$ cat src/pd_link_pkg.sv
package pd_link_pkg;

  // Link geometry
  localparam int unsigned TEL_WORDS       = 16;
  localparam int unsigned WORD_W          = 16;
  localparam int unsigned SLOT_W          = 5;
  localparam int unsigned NODE_W          = 7;
  localparam int unsigned MAX_NODES       = 64;
  localparam int unsigned MAX_NODES_SYNC  = 16;

  // Configuration codes
  localparam logic [3:0]  FW_SEL_LINK     = 4'h3;
  localparam logic [6:0]  NODE_OFF        = 7'h00;
  localparam logic [6:0]  NODE_SYNC_MST   = 7'h01;
  localparam int unsigned SYNC_BIT        = 0;
  localparam logic [7:0]  HW_ASSIGN_AUTO  = 8'h63;
  localparam logic [7:0]  HW_ASSIGN_ONB   = 8'h01;
  localparam logic [7:0]  HW_ASSIGN_COMM  = 8'h02;

  // Cyclic interface source codes
  localparam logic [1:0]  IF_SRC_NONE     = 2'h0;
  localparam logic [1:0]  IF_SRC_ONBOARD  = 2'h1;
  localparam logic [1:0]  IF_SRC_COMM     = 2'h2;

  // Identification value of the option module, arbitrary
  localparam logic [15:0] OPTION_IDENT    = 16'hA5C3;

  // Free-running bus cycle timing
  localparam int unsigned CLK_MHZ         = 100;
  localparam int unsigned BUS_CYCLE_US    = 500;
  localparam int unsigned BUS_CYCLE_CYC   = BUS_CYCLE_US * CLK_MHZ;

  typedef enum logic [1:0] {
    LINK_OFF    = 2'b00,
    LINK_BOOT   = 2'b01,
    LINK_CYCLIC = 2'b11
  } link_state_t;

endpackage : pd_link_pkg

$ cat src/process_data_link_mapper.sv
module process_data_link_mapper #(
  parameter int unsigned BUS_CYCLE_CYCLES = pd_link_pkg::BUS_CYCLE_CYC
) (
  // Clock and reset
  input  wire logic          core_clk_in,
  input  wire logic          resetn_in,
  // Start-up configuration
  input  wire logic [3:0]    module_firmware_select_in,
  input  wire logic [6:0]    link_node_address_in,
  input  wire logic [1:0]    link_sync_settings_in,
  input  wire logic [6:0]    link_max_node_count_in,
  // Interface assignment and option slot
  input  wire logic [7:0]    interface_hw_assignment_in,
  input  wire logic          option_present_in,
  // Current-control cycle pulse
  input  wire logic          ctrl_cycle_in,
  // Send data
  input  wire logic [255:0]  send_word_source_in,
  input  wire logic [79:0]   send_slot_table_in,
  // Receive mapping
  input  wire logic [111:0]  receive_source_address_table_in,
  input  wire logic [79:0]   receive_word_index_table_in,
  // Telegram received from the link
  input  wire logic          rx_valid_in,
  input  wire logic [6:0]    rx_src_in,
  input  wire logic [3:0]    rx_pos_in,
  input  wire logic [15:0]   rx_data_in,
  // Telegram sent to the link
  output logic               tx_valid_out,
  output logic [15:0]        tx_data_out,
  output logic               tx_first_out,
  input  wire logic          tx_ready_in,
  // Receive results
  output logic [255:0]       receive_word_array_out,
  output logic [479:0]       receive_dword_array_out,
  // Status
  output logic               link_active_out,
  output logic               sync_master_out,
  output logic               bus_cycle_out,
  output logic               sender_missing_alarm_out,
  output logic [6:0]         sender_missing_node_out,
  output logic               setpoint_timeout_fault_out,
  input  wire logic          fault_ack_in,
  output logic [1:0]         cyclic_interface_one_out,
  output logic [1:0]         cyclic_interface_two_out,
  output logic [15:0]        option_slot_ident_out
);

  localparam int unsigned TW = pd_link_pkg::TEL_WORDS;
  localparam int unsigned NM = pd_link_pkg::MAX_NODES;

  function automatic logic [6:0] next_missing(input logic [NM:0] mask,
                                              input logic [6:0] last);
    logic [6:0] found;
    logic       hit;
    int unsigned k;
    found = 7'h00;
    hit   = 1'b0;
    for (int unsigned i = 1; i <= NM; i++) begin
      k = ((int'(last) + i - 1) % NM) + 1;
      if (!hit && mask[k]) begin
        found = 7'(k);
        hit   = 1'b1;
      end
    end
    return found;
  endfunction : next_missing

  ////////////////////////////////////////////////////////////////////////////
  // Configuration capture and pin synchronisers

  logic       cfg_taken_ff;
  logic       cfg_en_ff;
  logic [6:0] cfg_addr_ff;
  logic       cfg_sync_ff;
  logic [6:0] cfg_nodes_ff;
  logic       opt_meta_ff;
  logic       opt_sync_ff;
  logic       nxt_cfg_en;
  logic [6:0] nxt_cfg_nodes;

  always_comb begin
    nxt_cfg_en = (module_firmware_select_in == pd_link_pkg::FW_SEL_LINK) &&
                 (link_node_address_in != pd_link_pkg::NODE_OFF);
    nxt_cfg_nodes = link_max_node_count_in;
    if (link_sync_settings_in[pd_link_pkg::SYNC_BIT] &&
        link_max_node_count_in > 7'(pd_link_pkg::MAX_NODES_SYNC)) begin
      nxt_cfg_nodes = 7'(pd_link_pkg::MAX_NODES_SYNC);
    end else if (link_max_node_count_in > 7'(NM)) begin
      nxt_cfg_nodes = 7'(NM);
    end
  end

  // Settings are taken once after reset release only
  always_ff @(posedge core_clk_in) begin
    if (!resetn_in) begin
      cfg_taken_ff <= 1'b0;
      cfg_en_ff    <= 1'b0;
      cfg_addr_ff  <= 7'h00;
      cfg_sync_ff  <= 1'b0;
      cfg_nodes_ff <= 7'h00;
      opt_meta_ff  <= 1'b0;
      opt_sync_ff  <= 1'b0;
    end else begin
      opt_meta_ff <= option_present_in;
      opt_sync_ff <= opt_meta_ff;
      if (!cfg_taken_ff) begin
        cfg_taken_ff <= 1'b1;
        cfg_en_ff    <= nxt_cfg_en;
        cfg_addr_ff  <= link_node_address_in;
        cfg_sync_ff  <= link_sync_settings_in[pd_link_pkg::SYNC_BIT];
        cfg_nodes_ff <= nxt_cfg_nodes;
      end
    end
  end

  ////////////////////////////////////////////////////////////////////////////
  // Bus cycle timing

  logic [31:0] div_ff;
  logic [31:0] nxt_div;
  logic        tick_ff;
  logic        nxt_tick;

  always_comb begin
    nxt_div  = div_ff;
    nxt_tick = 1'b0;
    if (!cfg_en_ff) begin
      nxt_div = 32'h0;
    end else if (cfg_sync_ff) begin
      nxt_tick = ctrl_cycle_in;
    end else if (div_ff >= 32'(BUS_CYCLE_CYCLES - 1)) begin
      nxt_div  = 32'h0;
      nxt_tick = 1'b1;
    end else begin
      nxt_div = div_ff + 32'h1;
    end
  end

  always_ff @(posedge core_clk_in) begin
    if (!resetn_in) begin
      div_ff  <= 32'h0;
      tick_ff <= 1'b0;
    end else begin
      div_ff  <= nxt_div;
      tick_ff <= nxt_tick;
    end
  end

  ////////////////////////////////////////////////////////////////////////////
  // Telegram transmit

  logic       tx_busy_ff;
  logic       nxt_tx_busy;
  logic [3:0] tx_pos_ff;
  logic [3:0] nxt_tx_pos;
  logic       buf_in_ready;
  logic       buf_in_valid;
  logic [4:0] cur_slot;
  logic [16:0] buf_in_data;

  always_comb begin
    cur_slot     = send_slot_table_in[5*tx_pos_ff +: 5];
    buf_in_valid = tx_busy_ff;
    buf_in_data[16] = (tx_pos_ff == 4'h0);
    buf_in_data[15:0] = 16'h0000;
    if (cur_slot != 5'h00) begin
      buf_in_data[15:0] = send_word_source_in[16*(cur_slot-5'h01) +: 16];
    end
    nxt_tx_busy = tx_busy_ff;
    nxt_tx_pos  = tx_pos_ff;
    if (tx_busy_ff && buf_in_ready) begin
      nxt_tx_pos = tx_pos_ff + 4'h1;
      if (tx_pos_ff == 4'(TW - 1)) begin
        nxt_tx_busy = 1'b0;
      end
    end else if (!tx_busy_ff && tick_ff && cfg_en_ff) begin
      nxt_tx_busy = 1'b1;
      nxt_tx_pos  = 4'h0;
    end
  end

  always_ff @(posedge core_clk_in) begin
    if (!resetn_in) begin
      tx_busy_ff <= 1'b0;
      tx_pos_ff  <= 4'h0;
    end else begin
      tx_busy_ff <= nxt_tx_busy;
      tx_pos_ff  <= nxt_tx_pos;
    end
  end

  logic [16:0] buf_out_data;

  pd_skid_buffer #(
    .WIDTH(17)
  ) u_tx_buf (
    .core_clk_in  (core_clk_in),
    .resetn_in    (resetn_in),
    .in_valid_in  (buf_in_valid),
    .in_data_in   (buf_in_data),
    .in_ready_out (buf_in_ready),
    .out_valid_out(tx_valid_out),
    .out_data_out (buf_out_data),
    .out_ready_in (tx_ready_in)
  );

  assign tx_data_out  = buf_out_data[15:0];
  assign tx_first_out = buf_out_data[16];

  ////////////////////////////////////////////////////////////////////////////
  // Receive mapping

  logic [255:0] shadow_ff;
  logic [255:0] nxt_shadow;
  logic [255:0] rx_word_ff;
  logic [255:0] nxt_rx_word;
  logic [479:0] rx_dword_ff;
  logic [479:0] nxt_rx_dword;

  always_comb begin
    logic [6:0] src;
    logic [4:0] idx;
    src = 7'h00;
    idx = 5'h00;
    nxt_shadow = shadow_ff;
    for (int unsigned s = 0; s < TW; s++) begin
      src = receive_source_address_table_in[7*s +: 7];
      idx = receive_word_index_table_in[5*s +: 5];
      if (rx_valid_in && cfg_en_ff && src != pd_link_pkg::NODE_OFF &&
          idx != 5'h00 && src != cfg_addr_ff &&
          rx_src_in == src &&
          {1'b0, rx_pos_in} == idx - 5'h01) begin
        nxt_shadow[16*s +: 16] = rx_data_in;
      end
    end
    nxt_rx_word  = rx_word_ff;
    nxt_rx_dword = rx_dword_ff;
    if (tick_ff) begin
      nxt_rx_word = shadow_ff;
      for (int unsigned s = 0; s < TW - 1; s++) begin
        nxt_rx_dword[32*s +: 32] = {shadow_ff[16*s +: 16],
                                    shadow_ff[16*(s+1) +: 16]};
      end
    end
  end

  always_ff @(posedge core_clk_in) begin
    if (!resetn_in) begin
      shadow_ff   <= '0;
      rx_word_ff  <= '0;
      rx_dword_ff <= '0;
    end else begin
      shadow_ff   <= nxt_shadow;
      rx_word_ff  <= nxt_rx_word;
      rx_dword_ff <= nxt_rx_dword;
    end
  end

  assign receive_word_array_out  = rx_word_ff;
  assign receive_dword_array_out = rx_dword_ff;

  ////////////////////////////////////////////////////////////////////////////
  // Sender supervision

  pd_link_pkg::link_state_t state_ff;
  pd_link_pkg::link_state_t nxt_state;
  logic [NM:0] seen_ff;
  logic [NM:0] nxt_seen;
  logic [NM:0] missing_ff;
  logic [NM:0] nxt_missing;
  logic [NM:0] expect_mask;
  logic [6:0]  alarm_node_ff;
  logic [6:0]  nxt_alarm_node;
  logic        alarm_ff;
  logic        nxt_alarm;
  logic        fault_ff;
  logic        nxt_fault;

  always_comb begin
    for (int unsigned n = 0; n <= NM; n++) begin
      expect_mask[n] = (n >= 1) && (n <= int'(cfg_nodes_ff)) &&
                       (7'(n) != cfg_addr_ff);
    end
    nxt_seen       = seen_ff;
    nxt_missing    = missing_ff;
    nxt_state      = state_ff;
    nxt_alarm      = alarm_ff;
    nxt_alarm_node = alarm_node_ff;
    nxt_fault      = fault_ff;
    if (fault_ack_in) begin
      nxt_fault = 1'b0;
    end
    if (rx_valid_in && rx_src_in <= 7'(NM)) begin
      nxt_seen[rx_src_in] = 1'b1;
    end
    case (state_ff)
      pd_link_pkg::LINK_OFF: begin
        if (cfg_en_ff) begin
          nxt_state = pd_link_pkg::LINK_BOOT;
        end
      end
      pd_link_pkg::LINK_BOOT, pd_link_pkg::LINK_CYCLIC: begin
        if (tick_ff) begin
          nxt_seen    = '0;
          nxt_missing = expect_mask & ~seen_ff;
          if ((nxt_missing & ~missing_ff) != '0 &&
              state_ff == pd_link_pkg::LINK_CYCLIC) begin
            nxt_fault = 1'b1;
          end
          if (nxt_missing == '0) begin
            nxt_alarm      = 1'b0;
            nxt_alarm_node = 7'h00;
            nxt_state      = pd_link_pkg::LINK_CYCLIC;
          end else begin
            nxt_alarm      = 1'b1;
            nxt_alarm_node = next_missing(nxt_missing,
                                          alarm_node_ff);
          end
        end
      end
      default: begin
        nxt_state = pd_link_pkg::LINK_OFF;
      end
    endcase
  end

  always_ff @(posedge core_clk_in) begin
    if (!resetn_in) begin
      state_ff      <= pd_link_pkg::LINK_OFF;
      seen_ff       <= '0;
      missing_ff    <= '0;
      alarm_ff      <= 1'b0;
      alarm_node_ff <= 7'h00;
      fault_ff      <= 1'b0;
    end else begin
      state_ff      <= nxt_state;
      seen_ff       <= nxt_seen;
      missing_ff    <= nxt_missing;
      alarm_ff      <= nxt_alarm;
      alarm_node_ff <= nxt_alarm_node;
      fault_ff      <= nxt_fault;
    end
  end

  assign sender_missing_alarm_out   = alarm_ff;
  assign sender_missing_node_out    = alarm_node_ff;
  assign setpoint_timeout_fault_out = fault_ff;

  ////////////////////////////////////////////////////////////////////////////
  // Status, interface assignment and identification

  logic        active_ff;
  logic        master_ff;
  logic [1:0]  if_one_ff;
  logic [1:0]  if_two_ff;
  logic [1:0]  nxt_if_one;
  logic [1:0]  nxt_if_two;
  logic [15:0] ident_ff;

  always_comb begin
    nxt_if_one = pd_link_pkg::IF_SRC_ONBOARD;
    nxt_if_two = opt_sync_ff ? pd_link_pkg::IF_SRC_COMM
                             : pd_link_pkg::IF_SRC_NONE;
    if (interface_hw_assignment_in == pd_link_pkg::HW_ASSIGN_AUTO) begin
      nxt_if_one = pd_link_pkg::IF_SRC_ONBOARD;
    end else if (interface_hw_assignment_in == pd_link_pkg::HW_ASSIGN_ONB) begin
      nxt_if_one = pd_link_pkg::IF_SRC_ONBOARD;
      nxt_if_two = opt_sync_ff ? pd_link_pkg::IF_SRC_COMM
                               : pd_link_pkg::IF_SRC_NONE;
    end else if (interface_hw_assignment_in == pd_link_pkg::HW_ASSIGN_COMM &&
                 opt_sync_ff) begin
      nxt_if_one = pd_link_pkg::IF_SRC_COMM;
      nxt_if_two = pd_link_pkg::IF_SRC_ONBOARD;
    end
  end

  always_ff @(posedge core_clk_in) begin
    if (!resetn_in) begin
      active_ff <= 1'b0;
      master_ff <= 1'b0;
      if_one_ff <= pd_link_pkg::IF_SRC_NONE;
      if_two_ff <= pd_link_pkg::IF_SRC_NONE;
      ident_ff  <= 16'h0000;
    end else begin
      active_ff <= (state_ff == pd_link_pkg::LINK_CYCLIC);
      master_ff <= cfg_en_ff &&
                   (cfg_addr_ff == pd_link_pkg::NODE_SYNC_MST);
      if_one_ff <= nxt_if_one;
      if_two_ff <= nxt_if_two;
      ident_ff  <= opt_sync_ff ? pd_link_pkg::OPTION_IDENT
                               : 16'h0000;
    end
  end

  assign link_active_out          = active_ff;
  assign sync_master_out          = master_ff;
  assign bus_cycle_out            = tick_ff;
  assign cyclic_interface_one_out = if_one_ff;
  assign cyclic_interface_two_out = if_two_ff;
  assign option_slot_ident_out    = ident_ff;

endmodule : process_data_link_mapper

$ cat src/pd_skid_buffer.sv
module pd_skid_buffer #(
  parameter int unsigned WIDTH = 17
) (
  // Clock and reset
  input  wire logic             core_clk_in,
  input  wire logic             resetn_in,
  // Fill side
  input  wire logic             in_valid_in,
  input  wire logic [WIDTH-1:0] in_data_in,
  output logic                  in_ready_out,
  // Drain side
  output logic                  out_valid_out,
  output logic [WIDTH-1:0]      out_data_out,
  input  wire logic             out_ready_in
);

  logic [WIDTH-1:0] mem_ff [2];
  logic [WIDTH-1:0] nxt_mem [2];
  logic             wr_ptr_ff;
  logic             nxt_wr_ptr;
  logic             rd_ptr_ff;
  logic             nxt_rd_ptr;
  logic [1:0]       count_ff;
  logic [1:0]       nxt_count;
  logic             push;
  logic             pop;

  always_comb begin
    push         = in_valid_in && (count_ff != 2'h2);
    pop          = (count_ff != 2'h0) && out_ready_in;
    nxt_mem      = mem_ff;
    nxt_wr_ptr   = wr_ptr_ff;
    nxt_rd_ptr   = rd_ptr_ff;
    nxt_count    = count_ff;
    if (push) begin
      nxt_mem[wr_ptr_ff] = in_data_in;
      nxt_wr_ptr         = ~wr_ptr_ff;
    end
    if (pop) begin
      nxt_rd_ptr = ~rd_ptr_ff;
    end
    if (push && !pop) begin
      nxt_count = count_ff + 2'h1;
    end else if (pop && !push) begin
      nxt_count = count_ff - 2'h1;
    end
  end

  always_ff @(posedge core_clk_in) begin
    if (!resetn_in) begin
      mem_ff[0] <= '0;
      mem_ff[1] <= '0;
      wr_ptr_ff <= 1'b0;
      rd_ptr_ff <= 1'b0;
      count_ff  <= 2'h0;
    end else begin
      mem_ff    <= nxt_mem;
      wr_ptr_ff <= nxt_wr_ptr;
      rd_ptr_ff <= nxt_rd_ptr;
      count_ff  <= nxt_count;
    end
  end

  assign in_ready_out  = (count_ff != 2'h2);
  assign out_valid_out = (count_ff != 2'h0);
  assign out_data_out  = mem_ff[rd_ptr_ff];

endmodule : pd_skid_buffer

$ cat config.mk
export PLATFORM = sky130hd
export DESIGN_NAME = process_data_link_mapper
export DESIGN_NICKNAME = d
export VERILOG_FILES = /design/src/pd_link_pkg.sv /design/src/process_data_link_mapper.sv /design/src/pd_skid_buffer.sv
export SDC_FILE = /design/constraint.sdc
export NUM_CORES = 2
export LEC_CHECK = 0
export ABC_CLOCK_PERIOD_IN_PS = 9100
export BUFFER_PORTS_ARGS = -buffer_cell sky130_fd_sc_hd__clkbuf_2
export CAP_MARGIN = 0
export CORE_AREA = 2 2 534 536
export CTS_CLUSTER_SIZE = 28
export DETAILED_ROUTE_END_ITERATION = 10
export DIE_AREA = 0 0 536 538
export GPL_ROUTABILITY_DRIVEN = 0
export MAX_ROUTING_LAYER = met4
export PLACE_DENSITY = 0.4
export SLEW_MARGIN = 20
export SYNTH_ARGS = -nofsm -noshare
export SYNTH_HDL_FRONTEND = slang
export SYNTH_SLANG_ARGS = --single-unit
export TNS_END_PERCENT = 1
$ cat constraint.sdc
create_clock -name core_clk_in -period 9.1 [get_ports core_clk_in]
set_clock_uncertainty 0.05 [all_clocks]
set_input_delay 1.82 -clock core_clk_in [delete_from_list [all_inputs] [get_ports core_clk_in]]
set_output_delay 1.82 -clock core_clk_in [all_outputs]
set_load 0.01 [all_outputs]
==> out/qor_table.md <==
| Metric | This run | Unit |
|:---|:---|:---|
| Core Area | 283200 | um^2 |
| Filler instances | 30950 | - |
| Unrepaired setup endpoints after global routing | no | - |
| Ratio of cells with drive above 1 in the final layout | 30.08 | % |
| Largest net degree at the start of global routing | 257 | - |
| Most common cell after layout, fill and taps aside | sky130_fd_sc_hd__clkbuf_2 | - |
| Routed WL per cell | 31.71 | um |
| DRC errors left | 0 | - |
| Post-cts sizing count | 0 | - |
| Setup Viol. Count Final | 0 | - |
| Total Routed Length | 380300 | um |
| Data arrival at the endpoint of the critical path | 8.88 | ns |
| Sink Count | 752 | - |
| Rows | 196 | - |
| Cell repeated most along the worst path | sky130_fd_sc_hd__buf_4 | - |
| Endpoint of the worst hold path | opt_sync_ff$_SDFF_PN0_ | - |
| Final net count | 8740 | - |
| Leading cell types in the layout, fill and taps excluded | sky130_fd_sc_hd__clkbuf_2 (1365), sky130_fd_sc_hd__dfxtp_1 (740), sky130_fd_sc_hd__buf_4 (611) | - |
| Critical Path End Type | flip-flop | - |
| Number of distinct library cell variants in the gate-level netlist after synthesis | 119 | - |
| Clock tree from TritonCTS | done | - |
| Mean Syn Cell Area | 8.299 | um^2 |
| Number of buffers inserted for hold repair after clock tree synthesis | 0 | - |
| Tightest Hold Check Type | flip-flop to flip-flop | - |
| Peak supply drop | 0.1511 | mV |
| HPWL reported at the end of detailed placement | 305700 | um |
| Standard cell with the maximum stage delay on the critical path | sky130_fd_sc_hd__a21oi_1 | - |
| Required time worst endpoint | 9.65 | ns |
| Detailed-routing iteration count for the pre-antenna-repair pass | 6 | - |
| Primary FF master, synth | sky130_fd_sc_hd__dfxtp_1 | - |
| Initial antenna violation count | 66 | - |
| Area Growth Syn to Fin | 24.94 | % |
| Clock-pin slew reported for the worst setup and hold paths after clock tree synthesis | 0.06 | ns |
| Post-CTS Setup Repair Bufs | 0 | - |
| Avg Vias per Cell | 5.281 | - |
| Die height | 538 | um |
| Depth of the worst hold-timing path | 1 | - |
| CP max FO | 20 | - |
| Critical path's largest stage delay | 0.90 | ns |
| Number of max-capacitance violations reported | 0 | - |
| Final sum of negative setup slack | 0 | ns |
| Worst reg2reg path startpoint | cfg_nodes_ff[5]$_SDFFE_PN0N_ | - |
| Worst relative slew slack | 18.16 | % |
| Clock buffers created by TritonCTS | 92 | - |
| Count of buffers inserted at the top-level ports | 1366 | - |
| Initial detailed-routing violation count | 8174 | - |
| Vias after detailed routing | 63330 | - |
| Element type at the critical path start | flip-flop | - |
| Power density over cell area | 121.9 | nW/um^2 |
| Number of buffers and inverters on the critical path | 6 | - |
| Clock Latency Late Sink | 0.75 | ns |
| Initial Util | 20.40 | % |
| CP top delay family | compound AO/OA/AOI/OAI gates | - |
| Status | finished clean | - |
| Clk buf depth | 3 | - |
| Pins over their slew limit | 0 | - |
| Worst Setup Path Type | flip-flop to flip-flop | - |
| EDFF count, synth | 0 | - |
| Post-layout power | 8.801 | mW |
| Die Footprint | 288400 | um^2 |
| Total grt overflow | 0 | - |
| Max Clock Freq | 0.1200 | GHz |
| Start point of the worst min-delay path | opt_meta_ff$_SDFF_PN0_ | - |
| Cells on worst reg2reg path | 25 | - |
| H-tree lvl count | 3 | - |
| Reg-to-reg slack, setup | 0.77 | ns |
| RR Endpoint | sender_missing_node_out[4]$_SDFFE_PN0P_ | - |
| Leak pwr | 27.73 | nW |
| Number of global-route vias before repair | 58210 | - |
| Post-Syn Instances | 6964 | - |
| Overall fraction of global-route tracks in use | 25.83 | % |
| Top-level I/O count | 1376 | - |
| Die outline width | 536 | um |
| Sequential cell area fraction in the yosys report | 26.05 | % |
| Minimum clock period | 8.331 | ns |
| Final Hold Violating Endpoints | 0 | - |
| Post-DRT Antenna Nets | 0 | - |
| Post-layout util | 25.49 | % |
| Worst-case hold slack | 0.3876 | ns |
| Slew @ Worst Pin | 1.228 | ns |
| Timing startpoint of the critical path | cfg_nodes_ff[5]$_SDFFE_PN0N_ | - |
| Cell chosen for the clock root | sky130_fd_sc_hd__clkbuf_16 | - |
| Async set-reset flop share out of synthesis | 0 | % |
| Global-route wire length before repair | 504200 | um |
| Flop and latch count out of synthesis | 752 | - |
| Synthesized cell area | 57790 | um^2 |
| Final Cycle Share | 91.55 | % |
| Warnings from Yosys | 0 | - |
## how the worst max path moves through the flow
| stage | endpoint | slack, ns | depth (start not counted) |
|---|---|---|---|
| 3_5_place_dp | sender_missing_node_out[4]$_SDFFE_PN0P_ | 1.04 | 25 |
| 2_1_floorplan | sender_missing_node_out[2]$_SDFFE_PN0P_ | 1.10 | 30 |
| 5_1_grt | sender_missing_node_out[4]$_SDFFE_PN0P_ | 0.44 | 25 |
| 4_1_cts | sender_missing_node_out[4]$_SDFFE_PN0P_ | 1.03 | 25 |
| 3_3_place_gp | sender_missing_node_out[4]$_SDFFE_PN0P_ | 0.86 | 25 |
| 6_report | sender_missing_node_out[4]$_SDFFE_PN0P_ | 0.77 | 25 |
## flip-flops by register name (all words and copies together) (netlist names), 2 cells and up
signal,flops
tx_pos_ff,4
cyclic_interface_one_out,2
shadow_ff,256
receive_word_array_out,255
missing_ff,64
u_tx_buf.count_ff,2
cfg_nodes_ff,7
sender_missing_node_out,7
seen_ff,64
div_ff,32
state_ff,2
cfg_addr_ff,7
u_tx_buf.mem_ff,34
## kinds of logic after synthesis
kind of cell	share of synthesized area (%)
adders and majority gates	0.9959
buffers and inverters	10.47
AOI/OAI and AO/OA	17.12
other	0.006489
xor gates and xnor gates	7.064
and+or+nand+nor	22.56
muxes	15.74
DFF	26.05
## synth_stat cells (all sizes together), types with 42 or more instances
cell     count  area (um^2)
xnor2      292         2565
nor4       134        899.6
nor3       187        962.2
ha          46        575.6
nor2b      572         3578
a22oi       53        397.9
mux2i      586         5869
a211oi      89        708.2
nand4      114        719.4
o221ai      44        385.4
and3        42        262.8
nand2b      47        294.0
dfxtp      752        15050
and2        83        519.3
nand2      495         1861
nand3      181        910.9
a2111oi     47        434.2
o22ai       77        481.7
clkbuf     305         1145
mux4       125         2815
xor2       168         1471
o211ai      65        493.0
buf        646         4458
a31oi       61        381.6
inv        116        435.4
o21ai      248         1245
a221oi      43        426.7
nor2       427         1608
a21oi      335         1688
## metrics by stage
step,instances,setup WS (ns),instance area [um^2]
after floorplan,6971,1.099,57820
after global placement,11770,0.8629,68940
after detailed placement,11770,1.035,68970
after CTS,11930,1.025,72030
after global routing,11980,0.4358,72180
final,11990,0.7694,72210
## power breakdown
| group | switching, mW | internal, mW | leakage [nW] |
|---|---|---|---|
| Sequential | 0.0281 | 3.30 | 6.06 |
| Clock | 1.58 | 2.18 | 1.51 |
| Combinational | 1.05 | 0.659 | 20.2 |
## layer usage
metal	share of wire (%)	routed length (um)	track usage, %	up-vias
met1	39	148400	30.29	31100
met4	6.4	24240	13.53	0
li1	-	-	-	27210
met2	44	168700	39.47	4041
met5	0	0	-	-
met3	10	38890	7.993	984
## area by class of cell
class	count	area [um^2]	area share, %
Antenna cell	59	147.6	0.2045
Timing Repair Buffer	1990	11670	16.16
Clock buffer	135	2705	3.746
Tap cell	3762	4707	6.519
Multi-Input combinational cell	5149	37110	51.39
Inverter	119	446.7	0.6186
Sequential cell	752	15080	20.88
Clock inverter	27	347.8	0.4817
(Power assumes the default switching activity.)
